==> src/gated_counter_pkg.sv <==
`default_nettype none
package gated_counter_pkg;

    // ************************************************************
    // register map, byte addresses of 32-bit aligned words
    // ************************************************************
    localparam logic [7:0] ADDR_TIMER_CONTROL = 8'h00;
    localparam logic [7:0] ADDR_GATE_CONTROL = 8'h04;
    localparam logic [7:0] ADDR_COUNT_HIGH = 8'h08;
    localparam logic [7:0] ADDR_COUNT_LOW = 8'h0c;
    localparam logic [7:0] ADDR_IRQ_STATUS = 8'h10;
    localparam logic [7:0] ADDR_IRQ_CLEAR = 8'h14;
    localparam logic [7:0] ADDR_IRQ_ENABLE = 8'h18;

    // ************************************************************
    // field positions and reset values
    // ************************************************************
    localparam int GO_BIT = 3;
    localparam int IRQ_ROLLOVER_BIT = 0;
    localparam int IRQ_GATE_EVENT_BIT = 1;
    localparam logic [7:0] TIMER_CONTROL_RESET = 8'h00;
    localparam logic [7:0] GATE_CONTROL_RESET = 8'h00;
    localparam logic [15:0] COUNT_RESET = 16'h0000;
    localparam logic [1:0] IRQ_RESET = 2'h0;
    localparam logic [7:0] TIMER0_MAX = 8'hff;
    localparam logic [7:0] TIMER0_ZERO = 8'h00;
    localparam logic [1:0] INSTR_DIV_LAST = 2'h3;

    // ************************************************************
    // encodings
    // ************************************************************
    typedef enum logic [1:0] {
        SRC_INSTR_CLK = 2'b00,
        SRC_SYS_CLK = 2'b01,
        SRC_EXT_PIN = 2'b10,
        SRC_LF_OSC = 2'b11
    } clock_source_t;

    typedef enum logic [1:0] {
        GATE_FROM_PIN = 2'b00,
        GATE_FROM_TIMER0 = 2'b01,
        GATE_FROM_CMP_A = 2'b10,
        GATE_FROM_CMP_B = 2'b11
    } gate_source_t;

    typedef struct packed {
        clock_source_t clock_source_select;
        logic [1:0] input_prescale_select;
        logic unused_3;
        logic sync_bypass;
        logic unused_1;
        logic timer_on;
    } timer_control_t;

    typedef struct packed {
        logic gate_enable;
        logic gate_polarity;
        logic gate_toggle_mode;
        logic gate_single_pulse_mode;
        logic single_pulse_go;
        logic gate_level_status;
        gate_source_t gate_source_select;
    } gate_control_t;

endpackage : gated_counter_pkg
`default_nettype wire

==> src/gated_16bit_counter.sv <==
`default_nettype none
// What this block does
// - count clock chosen: instruction clock, system clock, external pin edges, low-frequency oscillator
// - prescaler divides the chosen count clock by one, two, four or eight
// - sync_bypass clear adds a synchronising stage to the external count input
// - timer_on runs the counter; clearing it stops counting and clears toggle flop
// - gate_enable ignored when off; when set the gate decides counting
// - gate_polarity picks whether a high or a low gate allows counting
// - toggle mode passes gate through a flop toggling on rising edges
// - gate_single_pulse_mode puts the gate under single-pulse control
// - single_pulse_go reads one while armed, hardware clears it when done
// - gate_level_status shows the gate state regardless of gate_enable
// - gate source chosen from pin, timer0 wrap, comparator a or b
// - control bits 3 and 1 read zero and ignore writes
// - writable fields reset to zero on power-on reset
// - count visible as high byte and low byte registers
// - count wraps from all ones to zero and sets rollover_flag
// - falling edge of gate_level_status sets gate_event_flag
// - single-pulse go clears on trailing edge; no counting until rearmed
// - timer0 wrapping from maximum to zero makes a wrap pulse for the gate
module gated_16bit_counter
    import gated_counter_pkg::*;
#(
    parameter int SYNC_STAGES = 3
)(
    input wire logic clk, // system clock
    input wire logic reset_n, // power-on or brown-out reset
    input wire logic psel, // apb select
    input wire logic penable, // apb enable
    input wire logic pwrite, // apb direction
    input wire logic [7:0] paddr, // apb byte address
    input wire logic [31:0] pwdata, // apb write data
    output logic [31:0] prdata, // apb read data
    output logic pready, // apb ready
    output logic pslverr, // apb error on unmapped address
    input wire logic external_count_input, // asynchronous count pin
    input wire logic low_freq_internal_osc, // asynchronous slow oscillator
    input wire logic gate_pin, // asynchronous gate pin
    input wire logic comparator_a_out, // asynchronous comparator output
    input wire logic comparator_b_out, // asynchronous comparator output
    input wire logic [7:0] timer0_value, // sibling timer count, same clock
    output logic irq // level interrupt
);

    // the synchroniser below is built for exactly three stages
    if (SYNC_STAGES != 3)
    begin : g_bad_stages
        $error("SYNC_STAGES must be 3");
    end

    // ************************************************************
    // pin synchronisers: three flops, stage one read only by stage two
    // ************************************************************
    logic [4:0] pin_s1, pin_s2, pin_s3, pin_level;
    logic [4:0] pin_raw;
    assign pin_raw = {comparator_b_out, comparator_a_out, gate_pin, low_freq_internal_osc, external_count_input};

    always_ff @(posedge clk or negedge reset_n)
    begin
        if (!reset_n)
        begin
            pin_s1 <= '0;
            pin_s2 <= '0;
            pin_s3 <= '0;
            pin_level <= '0;
        end
        else
        begin
            pin_s1 <= pin_raw;
            pin_s2 <= pin_s1;
            pin_s3 <= pin_s2;
            for (int i = 0; i < 5; i++)
                if (pin_s2[i] == pin_s3[i])
                    pin_level[i] <= pin_s3[i];
        end
    end

    // ************************************************************
    // registers
    // ************************************************************
    timer_control_t tcon;
    gate_control_t gcon;
    logic [15:0] count;
    logic [1:0] irq_status, irq_enable;

    logic wr_access, rd_setup;
    assign wr_access = psel && penable && pready && pwrite;
    assign rd_setup = psel && !penable;

    function automatic logic addr_mapped(input logic [7:0] a);
        addr_mapped = (a == ADDR_TIMER_CONTROL) || (a == ADDR_GATE_CONTROL) || (a == ADDR_COUNT_HIGH)
            || (a == ADDR_COUNT_LOW) || (a == ADDR_IRQ_STATUS) || (a == ADDR_IRQ_CLEAR) || (a == ADDR_IRQ_ENABLE);
    endfunction : addr_mapped

    logic wr_tcon, wr_gcon, wr_high, wr_low, wr_clear, wr_enable;
    assign wr_tcon = wr_access && (paddr == ADDR_TIMER_CONTROL);
    assign wr_gcon = wr_access && (paddr == ADDR_GATE_CONTROL);
    assign wr_high = wr_access && (paddr == ADDR_COUNT_HIGH);
    assign wr_low = wr_access && (paddr == ADDR_COUNT_LOW);
    assign wr_clear = wr_access && (paddr == ADDR_IRQ_CLEAR);
    assign wr_enable = wr_access && (paddr == ADDR_IRQ_ENABLE);

    // ************************************************************
    // clock source and prescaler
    // ************************************************************
    logic [1:0] instr_div;
    logic ext_level_d, ext_sync_level, lf_level_d;
    logic ext_used, src_tick, pre_tick;
    logic [2:0] pre_count, pre_last;

    always_ff @(posedge clk or negedge reset_n)
    begin
        if (!reset_n)
            instr_div <= '0;
        else
            instr_div <= instr_div + 2'h1;
    end

    always_ff @(posedge clk or negedge reset_n)
    begin
        if (!reset_n)
        begin
            ext_sync_level <= 1'b0;
            ext_level_d <= 1'b0;
            lf_level_d <= 1'b0;
        end
        else
        begin
            ext_sync_level <= pin_level[0];
            ext_level_d <= ext_used;
            lf_level_d <= pin_level[1];
        end
    end
    assign ext_used = tcon.sync_bypass ? pin_level[0] : ext_sync_level;

    always_comb
    begin
        case (tcon.clock_source_select)
            SRC_LF_OSC: src_tick = pin_level[1] && !lf_level_d;
            SRC_EXT_PIN: src_tick = ext_used && !ext_level_d;
            SRC_SYS_CLK: src_tick = 1'b1;
            default: src_tick = (instr_div == INSTR_DIV_LAST);
        endcase
    end

    // divide by 1, 2, 4 or 8
    assign pre_last = 3'((4'h1 << tcon.input_prescale_select) - 4'h1);
    assign pre_tick = src_tick && (pre_count == pre_last);

    always_ff @(posedge clk or negedge reset_n)
    begin
        if (!reset_n)
            pre_count <= '0;
        else if (!tcon.timer_on || pre_tick)
            pre_count <= '0;
        else if (src_tick)
            pre_count <= pre_count + 3'h1;
    end

    // ************************************************************
    // gate source, toggle, polarity, single pulse
    // ************************************************************
    logic timer0_prev, timer0_wrap_pulse;
    logic gate_src, gate_src_d, toggle_ff, gate_mode_level, gate_active;
    logic sp_active_d, gate_view, gate_view_d, gate_allows, count_en;

    always_ff @(posedge clk or negedge reset_n)
    begin
        if (!reset_n)
        begin
            timer0_prev <= 1'b0;
            timer0_wrap_pulse <= 1'b0;
        end
        else
        begin
            timer0_prev <= (timer0_value == TIMER0_MAX);
            timer0_wrap_pulse <= timer0_prev && (timer0_value == TIMER0_ZERO);
        end
    end

    always_comb
    begin
        case (gcon.gate_source_select)
            GATE_FROM_TIMER0: gate_src = timer0_wrap_pulse;
            GATE_FROM_CMP_A: gate_src = pin_level[3];
            GATE_FROM_CMP_B: gate_src = pin_level[4];
            default: gate_src = pin_level[2];
        endcase
    end

    // toggle flop, held clear outside toggle mode
    // also cleared while the timer is off
    always_ff @(posedge clk or negedge reset_n)
    begin
        if (!reset_n)
        begin
            gate_src_d <= 1'b0;
            toggle_ff <= 1'b0;
        end
        else
        begin
            gate_src_d <= gate_src;
            if (!gcon.gate_toggle_mode || !tcon.timer_on)
                toggle_ff <= 1'b0;
            else if (gate_src && !gate_src_d)
                toggle_ff <= !toggle_ff;
        end
    end

    assign gate_mode_level = gcon.gate_toggle_mode ? toggle_ff : gate_src;
    assign gate_active = gcon.gate_polarity ? gate_mode_level : !gate_mode_level;
    // single pulse gates the active level through go
    assign gate_view = gcon.gate_single_pulse_mode ? (gate_active && gcon.single_pulse_go) : gate_active;
    // gate only matters with gate_enable set
    assign gate_allows = !gcon.gate_enable || gate_view;
    assign count_en = tcon.timer_on && gate_allows && pre_tick;

    always_ff @(posedge clk or negedge reset_n)
    begin
        if (!reset_n)
        begin
            sp_active_d <= 1'b0;
            gate_view_d <= 1'b0;
        end
        else
        begin
            sp_active_d <= gate_active && gcon.single_pulse_go;
            gate_view_d <= gate_view;
        end
    end

    logic sp_done;
    // trailing edge of the captured pulse ends the acquisition
    assign sp_done = gcon.gate_single_pulse_mode && sp_active_d && !gate_active;

    // ************************************************************
    // control registers
    // ************************************************************
    // zero on power-on reset
    always_ff @(posedge clk or negedge reset_n)
    begin
        if (!reset_n)
            tcon <= TIMER_CONTROL_RESET;
        else if (wr_tcon)
        begin
            tcon <= pwdata[7:0];
            tcon.unused_3 <= 1'b0;
            tcon.unused_1 <= 1'b0;
        end
    end

    always_ff @(posedge clk or negedge reset_n)
    begin
        if (!reset_n)
            gcon <= GATE_CONTROL_RESET;
        else
        begin
            if (wr_gcon)
            begin
                gcon.gate_enable <= pwdata[7];
                gcon.gate_polarity <= pwdata[6];
                gcon.gate_toggle_mode <= pwdata[5];
                gcon.gate_single_pulse_mode <= pwdata[4];
                gcon.gate_source_select <= gate_source_t'(pwdata[1:0]);
            end
            // software arms; hardware clears; a write of one with bit 4 set wins
            if (wr_gcon && pwdata[GO_BIT] && pwdata[4])
                gcon.single_pulse_go <= 1'b1;
            else if ((wr_gcon && !pwdata[GO_BIT]) || sp_done || !gcon.gate_single_pulse_mode)
                gcon.single_pulse_go <= 1'b0;
            // live gate level, independent of gate_enable
            gcon.gate_level_status <= gate_view;
        end
    end

    // ************************************************************
    // counter
    // ************************************************************
    logic [15:0] next_count;
    logic wrap;
    assign wrap = count_en && (count == 16'hffff);
    assign next_count = count_en ? count + 16'h1 : count;

    // byte writes replace the matching byte
    always_ff @(posedge clk or negedge reset_n)
    begin
        if (!reset_n)
            count <= COUNT_RESET;
        else
            count <= {wr_high ? pwdata[7:0] : next_count[15:8], wr_low ? pwdata[7:0] : next_count[7:0]};
    end

    // ************************************************************
    // interrupts: sticky status, set wins over clear
    // ************************************************************
    logic [1:0] irq_set;
    logic gate_fall;
    // falling edge of the visible gate level
    assign gate_fall = gate_view_d && !gate_view;
    assign irq_set = {gate_fall, wrap};

    always_ff @(posedge clk or negedge reset_n)
    begin
        if (!reset_n)
        begin
            irq_status <= IRQ_RESET;
            irq_enable <= IRQ_RESET;
            irq <= 1'b0;
        end
        else
        begin
            irq_status <= irq_set | (irq_status & ~(wr_clear ? pwdata[1:0] : 2'h0));
            if (wr_enable)
                irq_enable <= pwdata[1:0];
            irq <= |(irq_status & irq_enable);
        end
    end

    // ************************************************************
    // apb slave: one access cycle, read data taken at setup
    // ************************************************************
    always_ff @(posedge clk or negedge reset_n)
    begin
        if (!reset_n)
        begin
            prdata <= '0;
            pready <= 1'b0;
            pslverr <= 1'b0;
        end
        else
        begin
            pready <= rd_setup;
            pslverr <= rd_setup && !addr_mapped(paddr);
            if (rd_setup && !pwrite)
            begin
                if (paddr == ADDR_TIMER_CONTROL)
                    prdata <= {24'h0, tcon};
                else if (paddr == ADDR_GATE_CONTROL)
                    prdata <= {24'h0, gcon};
                else if (paddr == ADDR_COUNT_HIGH)
                    prdata <= {24'h0, count[15:8]};
                else if (paddr == ADDR_COUNT_LOW)
                    prdata <= {24'h0, count[7:0]};
                else if (paddr == ADDR_IRQ_STATUS)
                    prdata <= {30'h0, irq_status};
                else if (paddr == ADDR_IRQ_ENABLE)
                    prdata <= {30'h0, irq_enable};
                else
                    prdata <= '0;
            end
        end
    end
endmodule : gated_16bit_counter
`default_nettype wire

==> config.mk <==
export PLATFORM = sky130hd
export DESIGN_NAME = gated_16bit_counter
export DESIGN_NICKNAME = d
export VERILOG_FILES = /design/src/gated_counter_pkg.sv /design/src/gated_16bit_counter.sv
export SDC_FILE = /design/constraint.sdc
export NUM_CORES = 1
export LEC_CHECK = 0
export BUFFER_PORTS_ARGS = -buffer_cell sky130_fd_sc_hd__buf_4
export CORE_ASPECT_RATIO = 0.7
export CORE_MARGIN = 4
export CORE_UTILIZATION = 39
export CTS_CLUSTER_DIAMETER = 40
export DETAILED_ROUTE_END_ITERATION = 7
export PLACE_DENSITY = 0.75
export SYNTH_ARGS = -nofsm -noshare
export SYNTH_HDL_FRONTEND = slang
export SYNTH_SLANG_ARGS = --single-unit
export TNS_END_PERCENT = 20
==> constraint.sdc <==
create_clock -name clk -period 2.4 [get_ports clk]
set_input_delay 0.24 -clock clk [delete_from_list [all_inputs] [get_ports clk]]
set_output_delay 0.24 -clock clk [all_outputs]
set_load 0.01 [all_outputs]
## Word-level counts from Yosys, hierarchy flattened

Cells that the tools add are included.

| word-level totals | value |
|---|---|
| flip-flop bits (word level) | 102 |
| input port bits | 58 |
| output and inout bits | 35 |

| operators by class | value |
|---|---|
| add/sub/neg operators | 4 |
| eq/ne operators | 21 |
| shift-type cells | 1 |
| multiplexer cells | 22 |
| bitwise logic cells | 4 |
| reductions and logical operators | 61 |

Operators with widths:

| operator | count |
|---|---|
| 8-bit 2-to-1 mux | 6 |
| 1-bit logical AND | 27 |
| 8-bit by 5-bit == test with 1-bit output, second input constant | 3 |
| 16-bit by 1-bit adder with 16-bit output, second input constant | 1 |
| 16-bit == test, second input constant | 1 |
| 8-bit by 4-bit == test with 1-bit output, second input constant | 2 |
| 8-bit zero test | 2 |
| 16-bit 2-to-1 mux | 1 |
| 1-bit zero test | 15 |
| 1-bit logical OR | 11 |
| 2-bit == test, second input constant | 5 |
| 2-bit nonzero test | 5 |
| 8-bit by 3-bit == test with 1-bit output, second input constant | 1 |
| 8-bit == test, second input constant | 1 |
| 1-bit 2-to-1 mux | 8 |
| 2-bit 2-to-1 mux | 3 |
| 3-bit 2-to-1 mux | 2 |
| 1-bit one-hot mux with 3 select lines | 2 |
| 1-bit == test | 5 |
| 2-bit AND | 2 |
| 2-bit by 1-bit == test with 1-bit output, second input constant | 2 |
| 3-bit by 1-bit adder with 3-bit output, second input constant | 1 |
| 3-bit == test | 1 |
| 1-bit by 2-bit << shifter with 3-bit output, first input constant | 1 |
| 5 further kinds | 5 |

## Depth between registers and ports, before layout

Gate-level depths: netlist of run 1.

| depth | value |
|---|---|
| depth after elaboration | 12 |
| depth in mapped cells | 9 |

## Worst setup path before layout of run 1

No wires, ideal clock.

| timing | value |
|---|---|
| kind | reg-to-reg |
| start point | register tcon[5] (netlist name) |
| end point | register count[13] |
| arrival | 2.220 ns |
| required time | 2.263 ns |
| path slack | 0.043 ns |
| cell stages (with the launch flop) | 10 |
| cells stage by stage | dfrtp_1 -> or3_4 -> o32ai_2 -> a31o_4 -> or3b_1 -> buf_6 -> buf_12 -> nor4_4 -> xnor2_1 -> a21oi_1 |

| on the way | value |
|---|---|
| cells in the longest elaborated chain, start to end | 6 |

RTL lines:

| element | RTL line | text |
|---|---|---|
| from (decl) | gated_16bit_counter.sv:81 | `timer_control_t tcon;` |
| from (signal assigned) | gated_16bit_counter.sv:246 | `tcon <= pwdata[7:0];` |
| 1-bit by 2-bit << shifter with 3-bit output | gated_16bit_counter.sv:147 | `assign pre_last = 3'((4'h1 << tcon.input_prescale_select) - 4'h1);` |
| 3-bit by 1-bit subtractor with 3-bit output | gated_16bit_counter.sv:147 |  |
| 3-bit == test | gated_16bit_counter.sv:148 | `assign pre_tick = src_tick && (pre_count == pre_last);` |
| 1-bit logical AND | gated_16bit_counter.sv:148 |  |
| 1-bit logical AND | gated_16bit_counter.sv:216 | `assign count_en = tcon.timer_on && gate_allows && pre_tick;` |
| 2-bit nonzero test (no line) | n/a |  |
| to (signal assigned) | gated_16bit_counter.sv:290 | `count <= {wr_high ? pwdata[7:0] : next_count[15:8], wr_low ? pwdata[7:0] : next_count[7:0]};` |
| to (decl) | gated_16bit_counter.sv:83 | `logic [15:0] count;` |

Every way passes these cells.
A chain may end at the register's enable or synchronous reset.

## Worst setup path in the final report of run 1

| timing | value |
|---|---|
| start point | register tcon[5] (netlist name) |
| end point | register count[1] |

The elaborated chain is that of the path after synthesis.

==> impl_results.md, run 1 <==
* Peak supply drop at 0.000468 V
* Reg clk slew, reported paths at 60 ps
* Status: finished, final reports clean
* Routed Antenna Nets at 0
* Reg2reg start: tcon[5]
* Yosys warnings at 0
* Final Wtd Congestion at 0.874
* Sequential share of the synthesized area at 51.1%
* Setup violators final at 0
* Final Hold Viols at 0
* Post-CTS Setup Inserts at 0
* Yosys reg bits at 78
* Fillcell total at 844
* Worst Hold End: timer0_wrap_pulse
* FF-to-FF setup slack at 20 ps
* WL/cell at 15.9 um
* Primary FF master, synth: dfrtp_1
* Worst slew margin at 62.3%
* Die height at 90.8 um
* DR iter-0 viols at 171
* FP Rows at 29
* WL met1 at 3940 um
* RSZ-0062 raised after global routing: yes
* Reg power frac at 44.9%
* Crit-path max FO at 5
* Largest net degree at the start of global routing at 79
* Final Util at 51.2%
* Total power at 3.30 mW
* Setup crit end kind: flop
* Commonest non-fill, non-tap cell in the layout: dfrtp_1
* Post-Layout Cell Count at 541
* Detailed placement HPWL at 6280 um
* Metal3 WL at 670 um
* Clk_lat worst skew at 340 ps
* Tcrit/Tclk final at 99.0%
* Synth cell types at 56
* WP data arrival at 2590 ps
* First-pass GRT wire length at 14300 um
* GRT Residual Overflow at 0
* Post-synth EDFFs at 0
* Core Box Area at 9290 sq um
* Average size of a mapped cell at 11.0 sq um
* Crit path time final at 2380 ps
* First-pass DRT Iterations at 4
* Layout cell share with drive strength beyond 1 at 28.1%
* Initial Utilization at 41.1%
* Post-Syn Area at 3820 sq um
* Peak Freq at 421 MHz
* Sw Share at 24.3%
* Most frequent cells in the layout: dfrtp_1, buf_4, nor2_1
* Clk pwr share at 44.9%
* Leakage at 2.05 nW
* Residual DRC at 0
* Vias per cell at 5.06
* Clock root cell: clkbuf_16
* Total GRT Usage at 15.9%
* Max Used Layer: met4
* Initial antenna violation count at 0
* Ys async rst share at 100%
* Critical path class: reg -> reg
* Critical Path Source Type: flop
* Via count at 2739
* Routed WL at 8590 um
* Die W at 126 um
* Die area at 11500 sq um
* Vias in the first global route at 2714
* Net load switching power at 0.803 mW
* Max Buffers Root-to-Sink at 2
* CTS sink cnt at 78
* # IOs at 93
* Number of port buffers at 44
* Cells after synthesis at 346
* Worst hold start: timer0_value[3]
* Setup Skew at 6.60 ps
* Met2 WL post-DR at 3850 um
* Synth-to-Final Area Change at 24.4%
* Placed insts at 519
* Fin. max-slew vios at 0
* TritonCTS clock tree: done
* PwrDens at 695 nW/um^2
* ANT cells at 0
* RR Endpoint: count[1]
* Int Power at 2.50 mW
* Worst hold path depth at 2
* CTS Buf Count at 9
* Worst Tran Pin Value at 564 ps
* Logic pwr share at 10.2%
* Class of the worst hold path: in -> reg
* CP required at 2620 ps
* Worst r2r path cells at 8
* Number of H-tree levels at 3
* Max_cap viols at 0
* Final Net Count at 473
worst max path at each step:
stage / slack [ps] / cells after the start / end / start
floorplan: 40 / 9 / count[13] / tcon[5]
global placement: -10 / 8 / count[7] / tcon[5]
detailed placement: -70 / 8 / count[9] / tcon[5]
CTS: 1 / 8 / count[9] / tcon[5]
global route: -60 / 8 / count[0] / tcon[5]
finish: 20 / 8 / count[1] / tcon[5]
per-stage QoR:
stage               cell area, sq um  TNS (ps)  hold slack (ps)  setup WS [ps]
floorplan                       3910         0            -55.6           43.2
global placement                4280     -13.2              286          -13.2
detailed placement              4280      -320              294          -66.3
CTS                             4690         0             41.9           1.10
global route                    4750      -347             48.7          -56.8
finish                          4750         0             58.2           22.8
per-layer routing:
metal,global-route usage (%),vias up
met1,22.3,1344
met3,6.09,11
li1,-,1302
met2,22.3,82
met5,0,-
met4,6.16,0
registers in the layout (all words and copies together) (netlist names), 2 cells and up:
register / flops
gcon: 8
pin_s2: 5
pin_level: 5
tcon: 6
irq_status: 2
pin_s1: 5
instr_div: 2
pin_s3: 5
count: 16
prdata: 8
pre_count: 3
irq_enable: 2
worst max-delay path, cell delays in order, from the launching register on:
cell,delay (ps)
dfrtp_1,380
or3_4,400
o32ai_4,230
a31o_4,140
or3b_4,430
buf_6,170
or2_1,250
mux2i_1,170
a21oi_1,90
logic make-up after synthesis:
family	count (synthesis)	synth area share, %
flops	78	51.1
compound gates	57	9.79
mux	24	7.14
simple gates	117	18.2
buf+inv	44	7.50
fa+ha+maj	8	2.29
xor+xnor	17	3.90
other cells	1	0.0982
timing repair:
item	4_1_cts	5_1_grt
pin swaps	0	7
endpoints found under the hold margin	83	0
gates resized for setup	2	9
hold buffers	6	0
setup endpoints to repair	11	12
synth_stat cells, types with 4 or more instances:
cell / count / area share (%)
nand3_1: 11 / 1.4
o21ai_0: 8 / 1.0
dfrtp_1: 78 / 51
a21oi_1: 26 / 3.4
mux2i_1: 7 / 1.8
inv_1: 8 / 0.79
buf_4: 24 / 4.7
nor4_1: 4 / 0.65
nor2_1: 31 / 3.0
nor4_2: 7 / 2.3
mux2_2: 16 / 4.7
xnor2_1: 14 / 3.2
clkbuf_1: 9 / 0.88
a22oi_1: 6 / 1.2
nand2_1: 25 / 2.5
maj3_1: 5 / 1.3
nor2b_1: 5 / 0.82
power by group through the flow:
stage,logic (mW),clock network (mW),registers (mW)
6_report,0.337,1.48,1.48
5_1_grt,0.378,1.59,1.49
4_1_cts,0.330,1.53,1.48
3_5_place_dp,0.319,0,1.50
3_3_place_gp,0.304,0,1.50
2_1_floorplan,0.217,0,1.48
area by class of cell:
class	count	area, sq um	share of cell area, %
Timing Repair Buffer	68	549	11.6
Sequential cell	78	1950	41.1
Clock inverter	6	92.6	1.95
Clock buffer	10	239	5.03
Tap cell	124	155	3.26
Inverter	8	30.0	0.632
Multi-Input combinational cell	247	1730	36.5
(Power assumes the default switching activity.)
==> run 2, diff against run 1 <==
GPL_TIMING_DRIVEN = 0   (was unset)
==> run 2 against run 1 <==
  * The flow now finishes with violations (setup timing)
  * Combinational power up 7.7%
  * Cell count up 3.3%
  * Largest power group unchanged
  * Register-to-register slack worse by 80 ps
  * Hold slack worse by 51 ps
  * Routed wire length up 5.9%
  * First-iteration DRC count up 34%
  * Sequential power about the same
  * Critical path type unchanged
  * Fmax down 3.4%
  * Largest cell class unchanged
  * Core utilization up 0.89 points
  * Clock-buffer cell count up 1
  * Setup slack worse by 84 ps
  * Global-route usage up 0.61 points
==> impl_results.md, run 2 (synthesis gave the netlist of run 1 again) <==
* Levels on crit path at 9 (+1)
* Fillcell total at 831 (-1.5%)
* WP data arrival at 2660 ps (+70 ps)
* Final Wtd Congestion at 0.903 (+3.4%)
* FP Rows at 29 (unchanged)
* Most frequent cells in the layout: dfrtp_1, buf_4, nor2_1
* Tcrit/Tclk final at 103% (+3.5 points)
* Most flops, register: count
* Failing checks: setup timing
* WL/cell at 16.3 um (+2.5%)
* Max_cap viols at 0 (unchanged)
* Routed WL at 9100 um (+5.9%)
* Detailed placement HPWL at 6490 um (+3.4%)
* Setup Skew at 6.20 ps (-0.404 ps)
* Largest register FFs at 16 (unchanged)
* Peak Freq at 406 MHz (-3.4%)
* Reg2reg start: tcon[5]
* Critical path cell sequence: or3_4, o32ai_2, a31o_4, or3b_4, buf_8, buf_12, nor4_4, xnor2_1, a21oi_1
* Worst r2r path cells at 9 (+1)
* Die area at 11500 sq um (unchanged)
* GRT Residual Overflow at 0 (unchanged)
* Largest net degree at the start of global routing at 79 (unchanged)
* Max Buffers Root-to-Sink at 2 (unchanged)
* Layout cell share with drive strength beyond 1 at 30.1% (+2.1 points)
* Status: finished, violations left
* Class of the worst hold path: in -> reg
* RR Endpoint: count[13]
* Final Hold Viols at 0 (unchanged)
* Largest regs: count (16), gcon (8), prdata (8)
* Final Net Count at 491 (+3.8%)
* Synth-to-Final Area Change at 26.6%
* Initial antenna violation count at 0 (unchanged)
* Clock root cell: clkbuf_16
* Core Box Area at 9290 sq um (unchanged)
* Dpl cell area at 4390 sq um (+2.5%)
* Setup violators final at 9 (+9)
* First-pass DRT Iterations at 5 (+1)
* RSZ-0062 raised after global routing: yes
* CP top delay family: simple AND/OR/NAND/NOR gates
* DR iter-0 viols at 229 (+34%)
* PwrDens at 689 nW/um^2 (-0.89%)
* Crit-path max FO at 7 (+2)
* Initial Utilization at 41.1% (unchanged)
* Worst slew margin at 35.3% (-27 points)
* Total power at 3.33 mW (+0.83%)
* Critical path class: reg -> reg
* Peak supply drop at 0.000330 V (-30%)
* Setup crit end kind: flop
* Number of port buffers at 44 (unchanged)
* CP max stage cell: dfrtp_1
* Residual DRC at 0 (unchanged)
* First-pass GRT wire length at 14900 um (+4.5%)
* Worst hold start: gate_pin
* Worst Hold End: pin_s1[2]
* WP buf/inv at 2 (+1)
* Vias in the first global route at 2844 (+4.8%)
* Clk_lat worst skew at 340 ps (about the same)
* Commonest non-fill, non-tap cell in the layout: dfrtp_1
* Total GRT Usage at 16.6% (+0.61 points)
* Worst hold slack at 6.81 ps (-51.4 ps)
* Number of H-tree levels at 3 (unchanged)
* Die height at 90.8 um (unchanged)
* Fin Setup TNS at -325 ps (-325 ps)
* ANT cells at 0 (unchanged)
* FF-to-FF setup slack at -60 ps (-80 ps)
* Routed Antenna Nets at 0 (unchanged)
* Via count at 2885 (+5.3%)
* Fin. max-slew vios at 0 (unchanged)
* Cell area after layout at 4830 sq um (+1.7%)
* Leakage at 2.14 nW (+4.2%)
* Vias per cell at 5.16 (+1.9%)
* CTS sink cnt at 78 (unchanged)
* Crit path time final at 2460 ps (+84.1 ps)
* # IOs at 93 (unchanged)
* CP peak stage delay at 390 ps (-40 ps)
* TritonCTS clock tree: done
* Critical Path Source Type: flop
* Setup WS post-layout at -61.3 ps (-84.1 ps)
* Worst hold path depth at 1 (-1)
* CP required at 2600 ps (-20 ps)
* Reg clk slew, reported paths at 60 ps (about the same)
* Worst Tran Pin Value at 970 ps (+406 ps)
* Die W at 126 um (unchanged)
* CTS Buf Count at 9 (unchanged)
-- run 2: cell count changes in the layout (fill, tap and decap cells not counted), sizes merged --
cell / previous run / this run
clkinvlp: 2 / 1
clkbuf: 10 / 21
clkinv: 0 / 1
inv: 10 / 9
dlygate4sd3: 6 / 2
buf: 62 / 74
-- run 2: layer usage --
layer	global-route usage (%)	up-vias	routed length [um]
met5	0	-	0
met4	4.29	0	95
met3	7.21	10	852
met2	23.9	114	4090
met1	22.8	1414	4060
li1	-	1347	-
-- run 2: repair_timing --
action                     CTS  global route
cloned                       0             1
setup endpoints to repair   14            17
gates resized for setup      4             6
setup buffers                3             0
pin swaps                    2             7
hold endpoints to repair     2             0
hold buffers                 2             0
-- run 2: cell type report --
cell class | instances | area (sq um) | share of cell area (%)
clock inverter | 5 | 81.3 | 1.68
buffer | 36 | 260 | 5.38
tap | 124 | 155 | 3.21
timing repair buffer | 50 | 398 | 8.23
multi-input combinational | 247 | 1720 | 35.5
inverter | 8 | 30.0 | 0.621
clock buffer | 11 | 243 | 5.02
sequential | 78 | 1950 | 40.4
-- run 2: where the power goes --
group | leakage [nW] | switching [mW] | internal (mW)
clock network | 0.156 | 0.536 | 0.941
logic | 0.983 | 0.181 | 0.182
registers | 0.998 | 0.0972 | 1.40
total | 2.14 | 0.814 | 2.52
-- run 2: worst max-delay path by stage --
stage                       startpoint   endpoint  slack, ps
final                          tcon[5]  count[13]        -60
after detailed placement      paddr[0]   count[7]       -150
after global routing      pre_count[2]   count[8]       -130
after floorplan                tcon[5]  count[13]         40
after CTS                      tcon[5]  count[13]        -40
after global placement        paddr[0]  count[14]       -100
-- run 2: metrics by stage --
step | cells | util (%) | setup WS [ps]
5_1_grt | 559 | 52.0 | -131
4_1_cts | 558 | 51.5 | -44.4
3_5_place_dp | 537 | 47.3 | -149
6_report | 559 | 52.0 | -61.3
3_3_place_gp | 537 | 47.3 | -95.1
2_1_floorplan | 369 | - | 43.2
